===== src/inc/arc_pkg.sv =====
// Constants and types for the converter result coding and reset select block
// =====================================================================
// Overview of operation
// - Unipolar results are straight binary, zero input all zeros, midscale MSB only, full scale all ones.
// - Bipolar results are offset binary, negative full scale all zeros, zero input MSB only, positive full scale all ones.
// - The result word is 16 bits on the low-resolution variant and 24 bits on the high one.
// - One polarity bit in the configuration selects unipolar or bipolar coding.
// - Thirty-two consecutive ones on the serial input reset the interface state, the reset wait counter and the configuration register.
// - The same full reset happens automatically at power-up.
// - The burnout enable bit switches both 100 nA sources together, and zero turns both off.
// - Channel code all ones converts the analog supply divided by 6 against the internal reference.
// - Channel code 1,1,0 converts the temperature sensor against the internal reference.
// - After a reset the serial interface expects a write to the communication register.
package arc_pkg;
  // =====================================================================
  // Sizes and timing
  localparam int RES_BITS_LO = 16;
  localparam int RES_BITS_HI = 24;
  localparam int RESET_ONES = 32;
  localparam int CLK_MHZ = 125;
  localparam int WAIT_US = 500;
  localparam int WAIT_CYCLES = WAIT_US * CLK_MHZ;
  localparam int CH_BITS = 3;
  // =====================================================================
  // Configuration fields and reset values
  localparam logic [2:0] CH_SUPPLY = 3'h7;
  localparam logic [2:0] CH_TEMP = 3'h6;
  localparam logic [2:0] CH_RESET = 3'h0;
  localparam logic UNIPOLAR_RESET = 1'b0;
  localparam logic BURNOUT_RESET = 1'b0;

  typedef struct packed {
    logic unipolar;
    logic burnout_current_enable;
    logic [2:0] channel_select;
  } arc_cfg_t;

  typedef struct packed {
    logic supply_monitor;
    logic temp_sensor;
    logic internal_reference;
    logic external_reference_input;
    logic burnout_source;
    logic burnout_sink;
  } arc_route_t;

  typedef enum logic [1:0] {
    ARC_EXPECT_COMM = 2'b00,
    ARC_BUSY = 2'b01,
    ARC_ACTIVE = 2'b10
  } arc_if_state_t;

  localparam arc_cfg_t CFG_RESET = '{unipolar: UNIPOLAR_RESET, burnout_current_enable: BURNOUT_RESET,
                                    channel_select: CH_RESET};
endpackage : arc_pkg


===== src/rtl/arc_coder.sv =====
// Result coder: signed code to straight or offset binary with saturation
`timescale 1ns/1ps
`default_nettype none
module arc_coder #(
  parameter int N = 24
) (
  input wire logic clk,
  input wire logic rst_n,
  input wire logic unipolar,
  input wire logic [N+1:0] raw,
  output logic [N-1:0] code
);
  // Raw is signed, scaled so 2^N is full span; bipolar adds 2^(N-1)
  // One guard bit above the raw width so the bipolar offset cannot wrap a large positive code
  localparam logic signed [N+2:0] HALF = (N+3)'(1) <<< (N - 1);
  localparam logic signed [N+2:0] TOP = ((N+3)'(1) <<< N) - (N+3)'(1);
  wire logic signed [N+2:0] sraw = $signed({raw[N+1], raw});
  wire logic signed [N+2:0] shifted = unipolar ? sraw : sraw + HALF;
  wire logic low = shifted < 0;
  wire logic high = shifted > TOP;
  wire logic [N-1:0] next_code = low ? '0 : (high ? '1 : shifted[N-1:0]);

  always_ff @(posedge clk) begin
    if (!rst_n) begin
      code <= '0;
    end else begin
      code <= next_code;
    end
  end

  a_sat_high: assert property (@(posedge clk) disable iff (!rst_n)
    high |=> code == '1) else $error("High saturation missing");
  a_sat_low: assert property (@(posedge clk) disable iff (!rst_n)
    low |=> code == '0) else $error("Low saturation missing");
  a_bip_mid: assert property (@(posedge clk) disable iff (!rst_n)
    (!unipolar && sraw == 0) |=> code == {1'b1, {(N-1){1'b0}}}) else $error("Bipolar zero not midscale");
  a_uni_zero: assert property (@(posedge clk) disable iff (!rst_n)
    (unipolar && sraw == 0) |=> code == '0) else $error("Unipolar zero not zero");
endmodule : arc_coder
`default_nettype wire


===== src/rtl/arc_top.sv =====
// Top: config decode, serial ones-run reset, reset wait and result coding
`timescale 1ns/1ps
`default_nettype none
module arc_top #(
  parameter int N = arc_pkg::RES_BITS_HI,
  parameter int WAIT_CYCLES = arc_pkg::WAIT_CYCLES
) (
  input wire logic CORE_CLK,
  input wire logic RST_N,
  input wire logic SERIAL_DIN,
  input wire logic SCLK_RISE,
  input wire logic CFG_WRITE,
  input wire arc_pkg::arc_cfg_t CFG_IN,
  input wire logic COMM_DONE,
  input wire logic [N+1:0] RAW_RESULT,
  output logic [N-1:0] RESULT_CODE,
  output arc_pkg::arc_cfg_t CFG,
  output arc_pkg::arc_route_t ROUTE,
  output logic FULL_RESET,
  output logic RESET_BUSY,
  output logic EXPECT_COMM_WRITE
);
  // =====================================================================
  // Ones-run detector; counts serial clock rising edges with DIN high
  logic [5:0] ones;
  logic full_reset;
  logic [$clog2(WAIT_CYCLES+1)-1:0] wait_cnt;
  arc_pkg::arc_if_state_t state;
  arc_pkg::arc_cfg_t cfg;

  wire logic ones_hit = SCLK_RISE && SERIAL_DIN && (ones == 6'(arc_pkg::RESET_ONES - 1));
  wire logic [5:0] next_ones = !SCLK_RISE ? ones : (SERIAL_DIN ? (ones_hit ? 6'h00 : ones + 6'h01) : 6'h00);

  always_ff @(posedge CORE_CLK) begin
    if (!RST_N) begin
      ones <= 6'h00;
      full_reset <= 1'b1;
    end else begin
      ones <= next_ones;
      full_reset <= ones_hit;
    end
  end

  // =====================================================================
  // Interface state; a reset holds off access for the wait time
  // Host must honour the wait; access during it is simply ignored
  wire logic wait_done = wait_cnt == '0;
  wire logic cfg_ok = CFG_WRITE && state != arc_pkg::ARC_BUSY;

  always_ff @(posedge CORE_CLK) begin
    if (!RST_N || full_reset) begin
      state <= arc_pkg::ARC_BUSY;
      wait_cnt <= ($clog2(WAIT_CYCLES+1))'(WAIT_CYCLES);
      cfg <= arc_pkg::CFG_RESET;
    end else begin
      if (!wait_done) begin
        wait_cnt <= wait_cnt - 1'b1;
      end
      unique case (state)
        arc_pkg::ARC_BUSY: begin
          if (wait_done) begin
            state <= arc_pkg::ARC_EXPECT_COMM;
          end
        end
        arc_pkg::ARC_EXPECT_COMM: begin
          if (COMM_DONE) begin
            state <= arc_pkg::ARC_ACTIVE;
          end
        end
        arc_pkg::ARC_ACTIVE: begin
          if (COMM_DONE) begin
            state <= arc_pkg::ARC_EXPECT_COMM;
          end
        end
        default: begin
          state <= arc_pkg::ARC_EXPECT_COMM;
        end
      endcase
      if (cfg_ok) begin
        cfg <= CFG_IN;
      end
    end
  end

  // =====================================================================
  // Analog routing decode
  wire logic sel_supply = cfg.channel_select == arc_pkg::CH_SUPPLY;
  wire logic sel_temp = cfg.channel_select == arc_pkg::CH_TEMP;
  assign ROUTE.supply_monitor = sel_supply;
  assign ROUTE.temp_sensor = sel_temp;
  assign ROUTE.internal_reference = sel_supply || sel_temp;
  assign ROUTE.external_reference_input = !(sel_supply || sel_temp);
  assign ROUTE.burnout_source = cfg.burnout_current_enable;
  assign ROUTE.burnout_sink = cfg.burnout_current_enable;

  assign CFG = cfg;
  assign FULL_RESET = full_reset;
  assign RESET_BUSY = state == arc_pkg::ARC_BUSY;
  assign EXPECT_COMM_WRITE = state == arc_pkg::ARC_EXPECT_COMM;

  // =====================================================================
  // Result coding, width fixed by variant
  arc_coder #(.N(N)) u_coder (
    .clk(CORE_CLK),
    .rst_n(RST_N),
    .unipolar(cfg.unipolar),
    .raw(RAW_RESULT),
    .code(RESULT_CODE)
  );

  a_ones_reset: assert property (@(posedge CORE_CLK) disable iff (!RST_N)
    ones_hit |=> FULL_RESET ##1 (CFG == arc_pkg::CFG_RESET && RESET_BUSY)) else $error("Ones run did not reset");
  a_burnout_pair: assert property (@(posedge CORE_CLK) disable iff (!RST_N)
    ROUTE.burnout_source == ROUTE.burnout_sink) else $error("Burnout sources split");
  a_supply_ref: assert property (@(posedge CORE_CLK) disable iff (!RST_N)
    CFG.channel_select == 3'h7 |-> ROUTE.supply_monitor && ROUTE.internal_reference) else $error("Supply route wrong");
  a_temp_ref: assert property (@(posedge CORE_CLK) disable iff (!RST_N)
    CFG.channel_select == 3'h6 |-> ROUTE.temp_sensor && !ROUTE.external_reference_input) else $error("Temp route wrong");
  a_after_wait: assert property (@(posedge CORE_CLK) disable iff (!RST_N)
    (RESET_BUSY && wait_done && !FULL_RESET) |=> EXPECT_COMM_WRITE) else $error("No comm state after reset");
  a_busy_lock: assert property (@(posedge CORE_CLK) disable iff (!RST_N)
    (RESET_BUSY && !FULL_RESET) |=> $stable(CFG)) else $error("Config changed during wait");
endmodule : arc_top
`default_nettype wire


===== config.mk =====
export PLATFORM = sky130hd
export DESIGN_NAME = arc_top
export DESIGN_NICKNAME = d
export VERILOG_FILES = /design/src/inc/arc_pkg.sv /design/src/rtl/arc_coder.sv /design/src/rtl/arc_top.sv
export SDC_FILE = /design/constraint.sdc
export NUM_CORES = 1
export LEC_CHECK = 0
export BUFFER_PORTS_ARGS = -buffer_cell sky130_fd_sc_hd__buf_4
export CORE_MARGIN = 4
export CORE_UTILIZATION = 53
export DETAILED_ROUTE_END_ITERATION = 12
export MAX_ROUTING_LAYER = met4
export PLACE_DENSITY = 0.92
export SLEW_MARGIN = 20
export SYNTH_ARGS = -nofsm -noshare
export SYNTH_HDL_FRONTEND = slang
export SYNTH_SLANG_ARGS = --single-unit

===== constraint.sdc =====
create_clock -name CORE_CLK -period 3.3 [get_ports CORE_CLK]
set_clock_uncertainty 0.2 [all_clocks]
set_input_delay 0 -clock CORE_CLK [delete_from_list [all_inputs] [get_ports CORE_CLK]]
set_output_delay 0 -clock CORE_CLK [all_outputs]
set_load 0.005 [all_outputs]

==> impl_results.md, run 1 <==
- First-pass GRT wire length: 11400 um
- Post-DR wirelength/cell: 18.2 um
- Register-to-Register Path Depth: 5
- Clk slew on worst S/H paths: 0.11 ns
- Post-Route WL: 7350 um
- Crit share post-route: 75.0%
- H-tree levels: 2
- Die footprint: 5280 um^2
- FFs w/ async S/R, synth: 0%
- Clock root buffer: clkbuf_8
- Layout cells sized above 1: 26.0%
- Fin. Hold Viols: 0
- CTS Buf Count: 5
- Post-synth top cells: dfxtp_1 (54), o21a_1 (26), a21oi_1 (19)
- CP most frequent cell: dlygate4sd3_1
- Synthesis-to-layout area growth: 51.0%
- DRT antenna net count: 0
- Mapped Cells: 239
- Synth top area share: 48.7%
- Final WS setup: 0.825 ns
- I/O pins: 75
- Hold Crit Class: in -> reg
- Finished layout cell area: 3350 um^2
- Leakage Power: 1.39 nW
- Port bufs: 74
- WHS Endpoint: u_coder.code[15]
- Place WS: 1.17 ns
- Pins Over Slew Limit: 0
- Vias in the first global route: 2414
- Drc violations: 0
- Post-synthesis sequential area ratio: 48.7%
- Synth Flop Type: dfxtp_1
- Vias per std cell: 5.89
- Crit path largest cell delay: 0.62 ns
- Iter 0 DRT Violations: 165
- WHS Path Cells: 4
- Maximum clock insertion buffer count: 2
- Top-count cell post-synth: dfxtp_1
- Number of post-CTS setup repair buffers: 0
- Worst Path Buf+Inv: 2
- CTS tree: yes
- Area leader, netlist: dfxtp_1
- Outcome: completed
- Netlist Area Pre-Place: 2220 um^2
- GPL Wtd Cong: 0.884
- Critical-path cell list: nor2b_1, nand3_1, dlygate4sd3_1, o41ai_1, dlygate4sd3_1
- Core area: 4030 um^2
- Placed inst area: 2780 um^2
- Hold Path Origin: RAW_RESULT[25]
- Register bit total from synthesis: 54
- Synth top area cells: dfxtp_1 (49%), o21a_1 (8.8%), a21oi_1 (4.3%), nand2_1 (2.7%), nand3_1 (2.5%)
- Nets: 394
- Height of the die: 72.7 um
- Mapped Nets: 279
- Minimum clock period: 2.48 ns
- Distinct cells, synth: 44
- CP max FO: 4
- Number of max-cap violations: 0
- Syn Area/Cell: 9.28 um^2
- Yosys Warn Count: 0
- Row count: 23
- Via Count: 2385
- Largest net degree at the start of global routing: 25
- Least-Margin Pin Slew: 0.937 ns
- RSZ-0062 raised after global routing: false
- R2r endpoint: ones[5]
- R2r startpoint: ones[4]
- DIE WIDTH: 72.7 um
- VDD IR max: 0.301 mV
- EDFF count, synth: 0
- Dpl hpwl: 3970 um
- Crit. End Element: flip-flop
- TNS Setup: 0 ns
- Worst EP arrival: 2.52 ns
- Worst setup path category: reg -> reg
- Worst rel slew slack: 37.5%
- Worst R2R Setup Slack: 0.82 ns
- Critical Path Start Type: flip-flop
- Worst EP required: 3.35 ns
- Total global-route track usage: 28.8%
- PwrDens: 396 nW/um^2
- GR Overflow Total: 0
- Final setup viols: 0
- Fmax: 404 MHz
- CTS Sinks: 54
- Drt first pass iters: 5
- Crit path max-delay family: buffers and inverters
- Antenna violations before repair: 1
- Initial Util: 55.1%
- CP max stage cell: dlygate4sd3_1
- Worst-skew pair later-pin latency: 0.31 ns
[cell usage in the layout, fill, tap and decap left out, types with 4 or more instances in the layout]
master	synthesis	layout
dlygate4sd3_1	0	46
o21ai_0	10	10
nand2b_1	4	4
nor4_1	6	6
o31ai_1	6	6
clkbuf_8	0	5
inv_1	10	10
buf_4	5	76
nand3_1	11	11
nor3_1	4	4
nor2_1	11	11
o21a_1	26	26
nand2_1	16	16
dfxtp_1	54	54
a21oi_1	19	19
[through the flow]
stage	cells	hold WS [ns]	util, %	power [W]
6_report	405	0.0227	83.1	0.00133
5_1_grt	405	0.0426	83.1	0.00137
4_1_cts	404	0.0187	83.1	0.00131
3_5_place_dp	351	0.0109	69.0	0.000859
3_3_place_gp	351	0.00677	69.0	0.000852
2_1_floorplan	239	-0.124	-	0.000769
[how the worst max path moves through the flow]
stage	cells past startpoint	startpoint	to	slack [ns]
finish	5	ones[4]	ones[5]	0.82
global placement	5	wait_cnt[0]	wait_cnt[12]	1.32
floorplan	6	wait_cnt[0]	wait_cnt[6]	1.38
CTS	5	ones[4]	ones[5]	1.01
detailed placement	6	wait_cnt[0]	wait_cnt[14]	1.17
global route	5	ones[4]	ones[5]	0.79
[worst reg2reg max path, delay by kind of cell, from the launching register on]
family / cells / cell delay [ns]
AO/OA/AOI/OAI: 1 / 0.29
buffers and inverters: 2 / 1.19
flip-flops: 1 / 0.39
AND/OR/NAND/NOR: 2 / 0.35
[what timing repair did]
action | CTS | global route
resized for setup | 0 | 0
endpoints found under the hold margin | 37 | 0
hold buffers | 46 | 0
[state kept, by name, summed over array words and instances, names as in the netlist]
register      count
u_coder.code     24
wait_cnt         16
ones              6
CFG               5
state             2
FULL_RESET        1
[routing by layer]
| layer | global-route usage [%] | vias up | routed length [um] | part of all wire [%] |
|---|---|---|---|---|
| li1 | - | 1088 | - | - |
| met1 | 27.2 | 1138 | 2530 | 34 |
| met2 | 53.2 | 117 | 4000 | 54 |
| met3 | 5.23 | 42 | 357 | 4.9 |
| met4 | 17.6 | 0 | 464 | 6.3 |
| met5 | - | - | 0 | 0 |
[kinds of logic (layout without fill, tap and decap cells)]
logic type	after synthesis	count (layout)	share of synthesized area, %
fa+ha+maj	3	3	1.69
simple gates	82	82	21.3
flops	54	54	48.7
other cells	0	1	0
compound gates	70	70	20.8
xor+xnor	3	3	1.18
buf+inv	24	139	4.96
mux	3	3	1.35
[power by group]
group / leakage (nW) / switching (W) / internal [W]
registers: 0.444 / 0.0000156 / 0.000680
clock network: 0.0542 / 0.000215 / 0.000224
logic: 0.894 / 0.0000806 / 0.000111
[area by class of cell]
class | instances | area (um^2)
flip-flops and latches | 54 | 1080
repair buffers | 122 | 1030
multi-input cells | 161 | 1030
fillers | 209 | 679
clock buffers | 5 | 68.8
well taps | 50 | 62.6
clock inverters | 2 | 38.8
inverters | 10 | 37.5
diodes | 1 | 2.50
Note: power is estimated with default switching activity, not from simulation.
==> run 2: changes to the inputs <==
CORE_UTILIZATION = 45   (was 53)
PLACE_DENSITY = 0.84   (was 0.92)
clock period = 2.2 ns   (was 3.3 ns; I/O delays follow)
==> run 2 against run 1 <==
Fmax rose by 21%. Largest power group unchanged. Critical endpoint is now wait_cnt[6]. Non-clock buffer count fell by 2. Sequential power rose by 50%.
==> impl_results.md, run 2 (same netlist as run 1, synthesis figures left out) <==
- Outcome: completed
- Minimum clock period: 2.04 ns (-0.437 ns)
- Least-Margin Pin Slew: 0.570 ns (-0.367 ns)
- Height of the die: 78.2 um (+7.6%)
- Final setup viols: 0 (unchanged)
- Post-DR wirelength/cell: 14.9 um (-18%)
- Largest net degree at the start of global routing: 25 (unchanged)
- RSZ-0062 raised after global routing: false
- Number of post-CTS setup repair buffers: 0 (unchanged)
- GPL Wtd Cong: 0.871 (-1.5%)
- Place WS: 0.108 ns (-1.06 ns)
- Crit share post-route: 92.7% (+18 points)
- Cells after DPL: 371 (+5.7%)
- Worst setup path category: reg -> reg
- Fmax: 491 MHz (+21%)
- Nets: 392 (-0.51%)
- Leakage Power: 1.37 nW (-1.4%)
- CTS Sinks: 54 (unchanged)
- Crit. End Element: flip-flop
- CTS tree: yes
- Vias per std cell: 5.26 (-11%)
- Worst EP arrival: 2.03 ns (-0.49 ns)
- Worst-skew pair later-pin latency: 0.31 ns (about the same)
- Reg area: 1080 um^2 (unchanged)
- # fillers: 348 (+67%)
- VDD IR max: 0.345 mV (+15%)
- Finished Layout Cells: 419 (+3.5%)
- Number of max-cap violations: 0 (unchanged)
- Multi-input combinational cell area: 1040 um^2 (+1.7%)
- PwrDens: 590 nW/um^2 (+49%)
- Critical-path cell list: inv_1, ha_1, or3b_1, or2_1, o311ai_1, o31ai_1
- Vias in the first global route: 2187 (-9.4%)
- Pins Over Slew Limit: 0 (unchanged)
- DRT antenna net count: 0 (unchanged)
- Total global-route track usage: 21.1% (-7.7 points)
- Dpl hpwl: 3700 um (-6.8%)
- H-tree levels: 2 (unchanged)
- Crit path max-delay family: simple AND/OR/NAND/NOR gates
- Fin Hold WS: 0.0247 ns (+0.00199 ns)
- Regs by FF count: u_coder.code: 24 flops, wait_cnt: 16 flops, ones: 6 flops
- Worst R2R Setup Slack: 0.16 ns (-0.66 ns)
- CTS Buf Count: 5 (unchanged)
- Max reg flops: 24 (unchanged)
- Most flops, register: u_coder.code
- GR Overflow Total: 0 (unchanged)
- Antenna fix cells: 0 (-1)
- Fin. Hold Viols: 0 (unchanged)
- Clock root buffer: clkbuf_8
- Initial Util: 46.7% (-8.4 points)
- Row count: 25 (+8.7%)
- Drc violations: 0 (unchanged)
- Iter 0 DRT Violations: 123 (-25%)
- Most frequent cells in the layout: buf_4 (79), dfxtp_1 (54), dlygate4sd3_1 (41)
- CP max FO: 5 (+1)
- Crit path largest cell delay: 0.43 ns (-0.19 ns)
- Post-Route WL: 6240 um (-15%)
- Most common cell after layout, fill and taps aside: buf_4
- I/O pins: 75 (unchanged)
- Synthesis-to-layout area growth: 51.4%
- CP max stage cell: or3b_1
- DIE WIDTH: 78.2 um (+7.6%)
- Critical Path Start Type: flip-flop
- Worst rel slew slack: 62.0% (+24 points)
- Worst EP required: 2.19 ns (-1.16 ns)
- Final WS setup: 0.162 ns (-0.663 ns)
- Die footprint: 6120 um^2 (+16%)
- Port bufs: 74 (unchanged)
- Hold Crit Class: in -> reg
- Worst Path Buf+Inv: 1 (-1)
- Via Count: 2206 (-7.5%)
- Drt first pass iters: 4 (-1)
- Clk slew on worst S/H paths: 0.10 ns (about the same)
- Maximum clock insertion buffer count: 2 (unchanged)
- Layout cells sized above 1: 27.8% (+1.9 points)
- TNS Setup: 0 ns (unchanged)
- Core area: 4750 um^2 (+18%)
- Antenna violations before repair: 0 (-1)
- First-pass GRT wire length: 9960 um (-13%)
==> run 2: final cells by class <==
cell class | instances | share of cell area (%)
clock inverters | 2 | 1.15
well taps | 67 | 2.50
clock buffers | 5 | 2.05
flip-flops and latches | 54 | 32.2
multi-input cells | 161 | 31.1
repair buffers | 120 | 29.9
inverters | 10 | 1.12
==> run 2: per-layer routing <==
metal / vias up / wire [um] / track usage, %
met5: - / 0 / -
met4: 0 / 114 / 7.34
met3: 12 / 219 / 3.44
met2: 62 / 3550 / 39.5
met1: 1054 / 2350 / 22.4
li1: 1078 / - / -
==> run 2: stage by stage <==
stage	total power, W	utilization [%]	area, um^2
CTS	0.00197	70.3	3340
finish	0.00198	70.6	3360
global route	0.00205	70.6	3360
floorplan	0.00115	-	2220
global placement	0.00128	59.4	2820
detailed placement	0.00129	59.4	2820
==> run 2: worst paths after layout <==
path                                startpoint                to  cells past startpoint
worst max-delay path               wait_cnt[0]       wait_cnt[6]                      6
worst min-delay path            RAW_RESULT[25]  u_coder.code[22]                      4
worst max register to register     wait_cnt[0]       wait_cnt[6]                      6
worst min register to register        state[0]          state[1]                      1
==> run 2: repair_timing <==
item | CTS | global route
hold buffers | 41 | 0
resized for setup | 0 | 4
setup endpoints to repair | 0 | 8
endpoints found under the hold margin | 37 | 0
==> run 2: tightest hold or removal path: stages <==
cell and delay (ns):
buf_4 0.10, a21oi_1 0.06, buf_4 0.21, o21a_1 0.13
==> run 2: power breakdown <==
part	switching (W)	leakage, nW	internal, W
Sequential	0.0000207	0.444	0.00102
Clock	0.000319	0.0542	0.000335
Combinational	0.000117	0.874	0.000171
Total	0.000456	1.37	0.00153
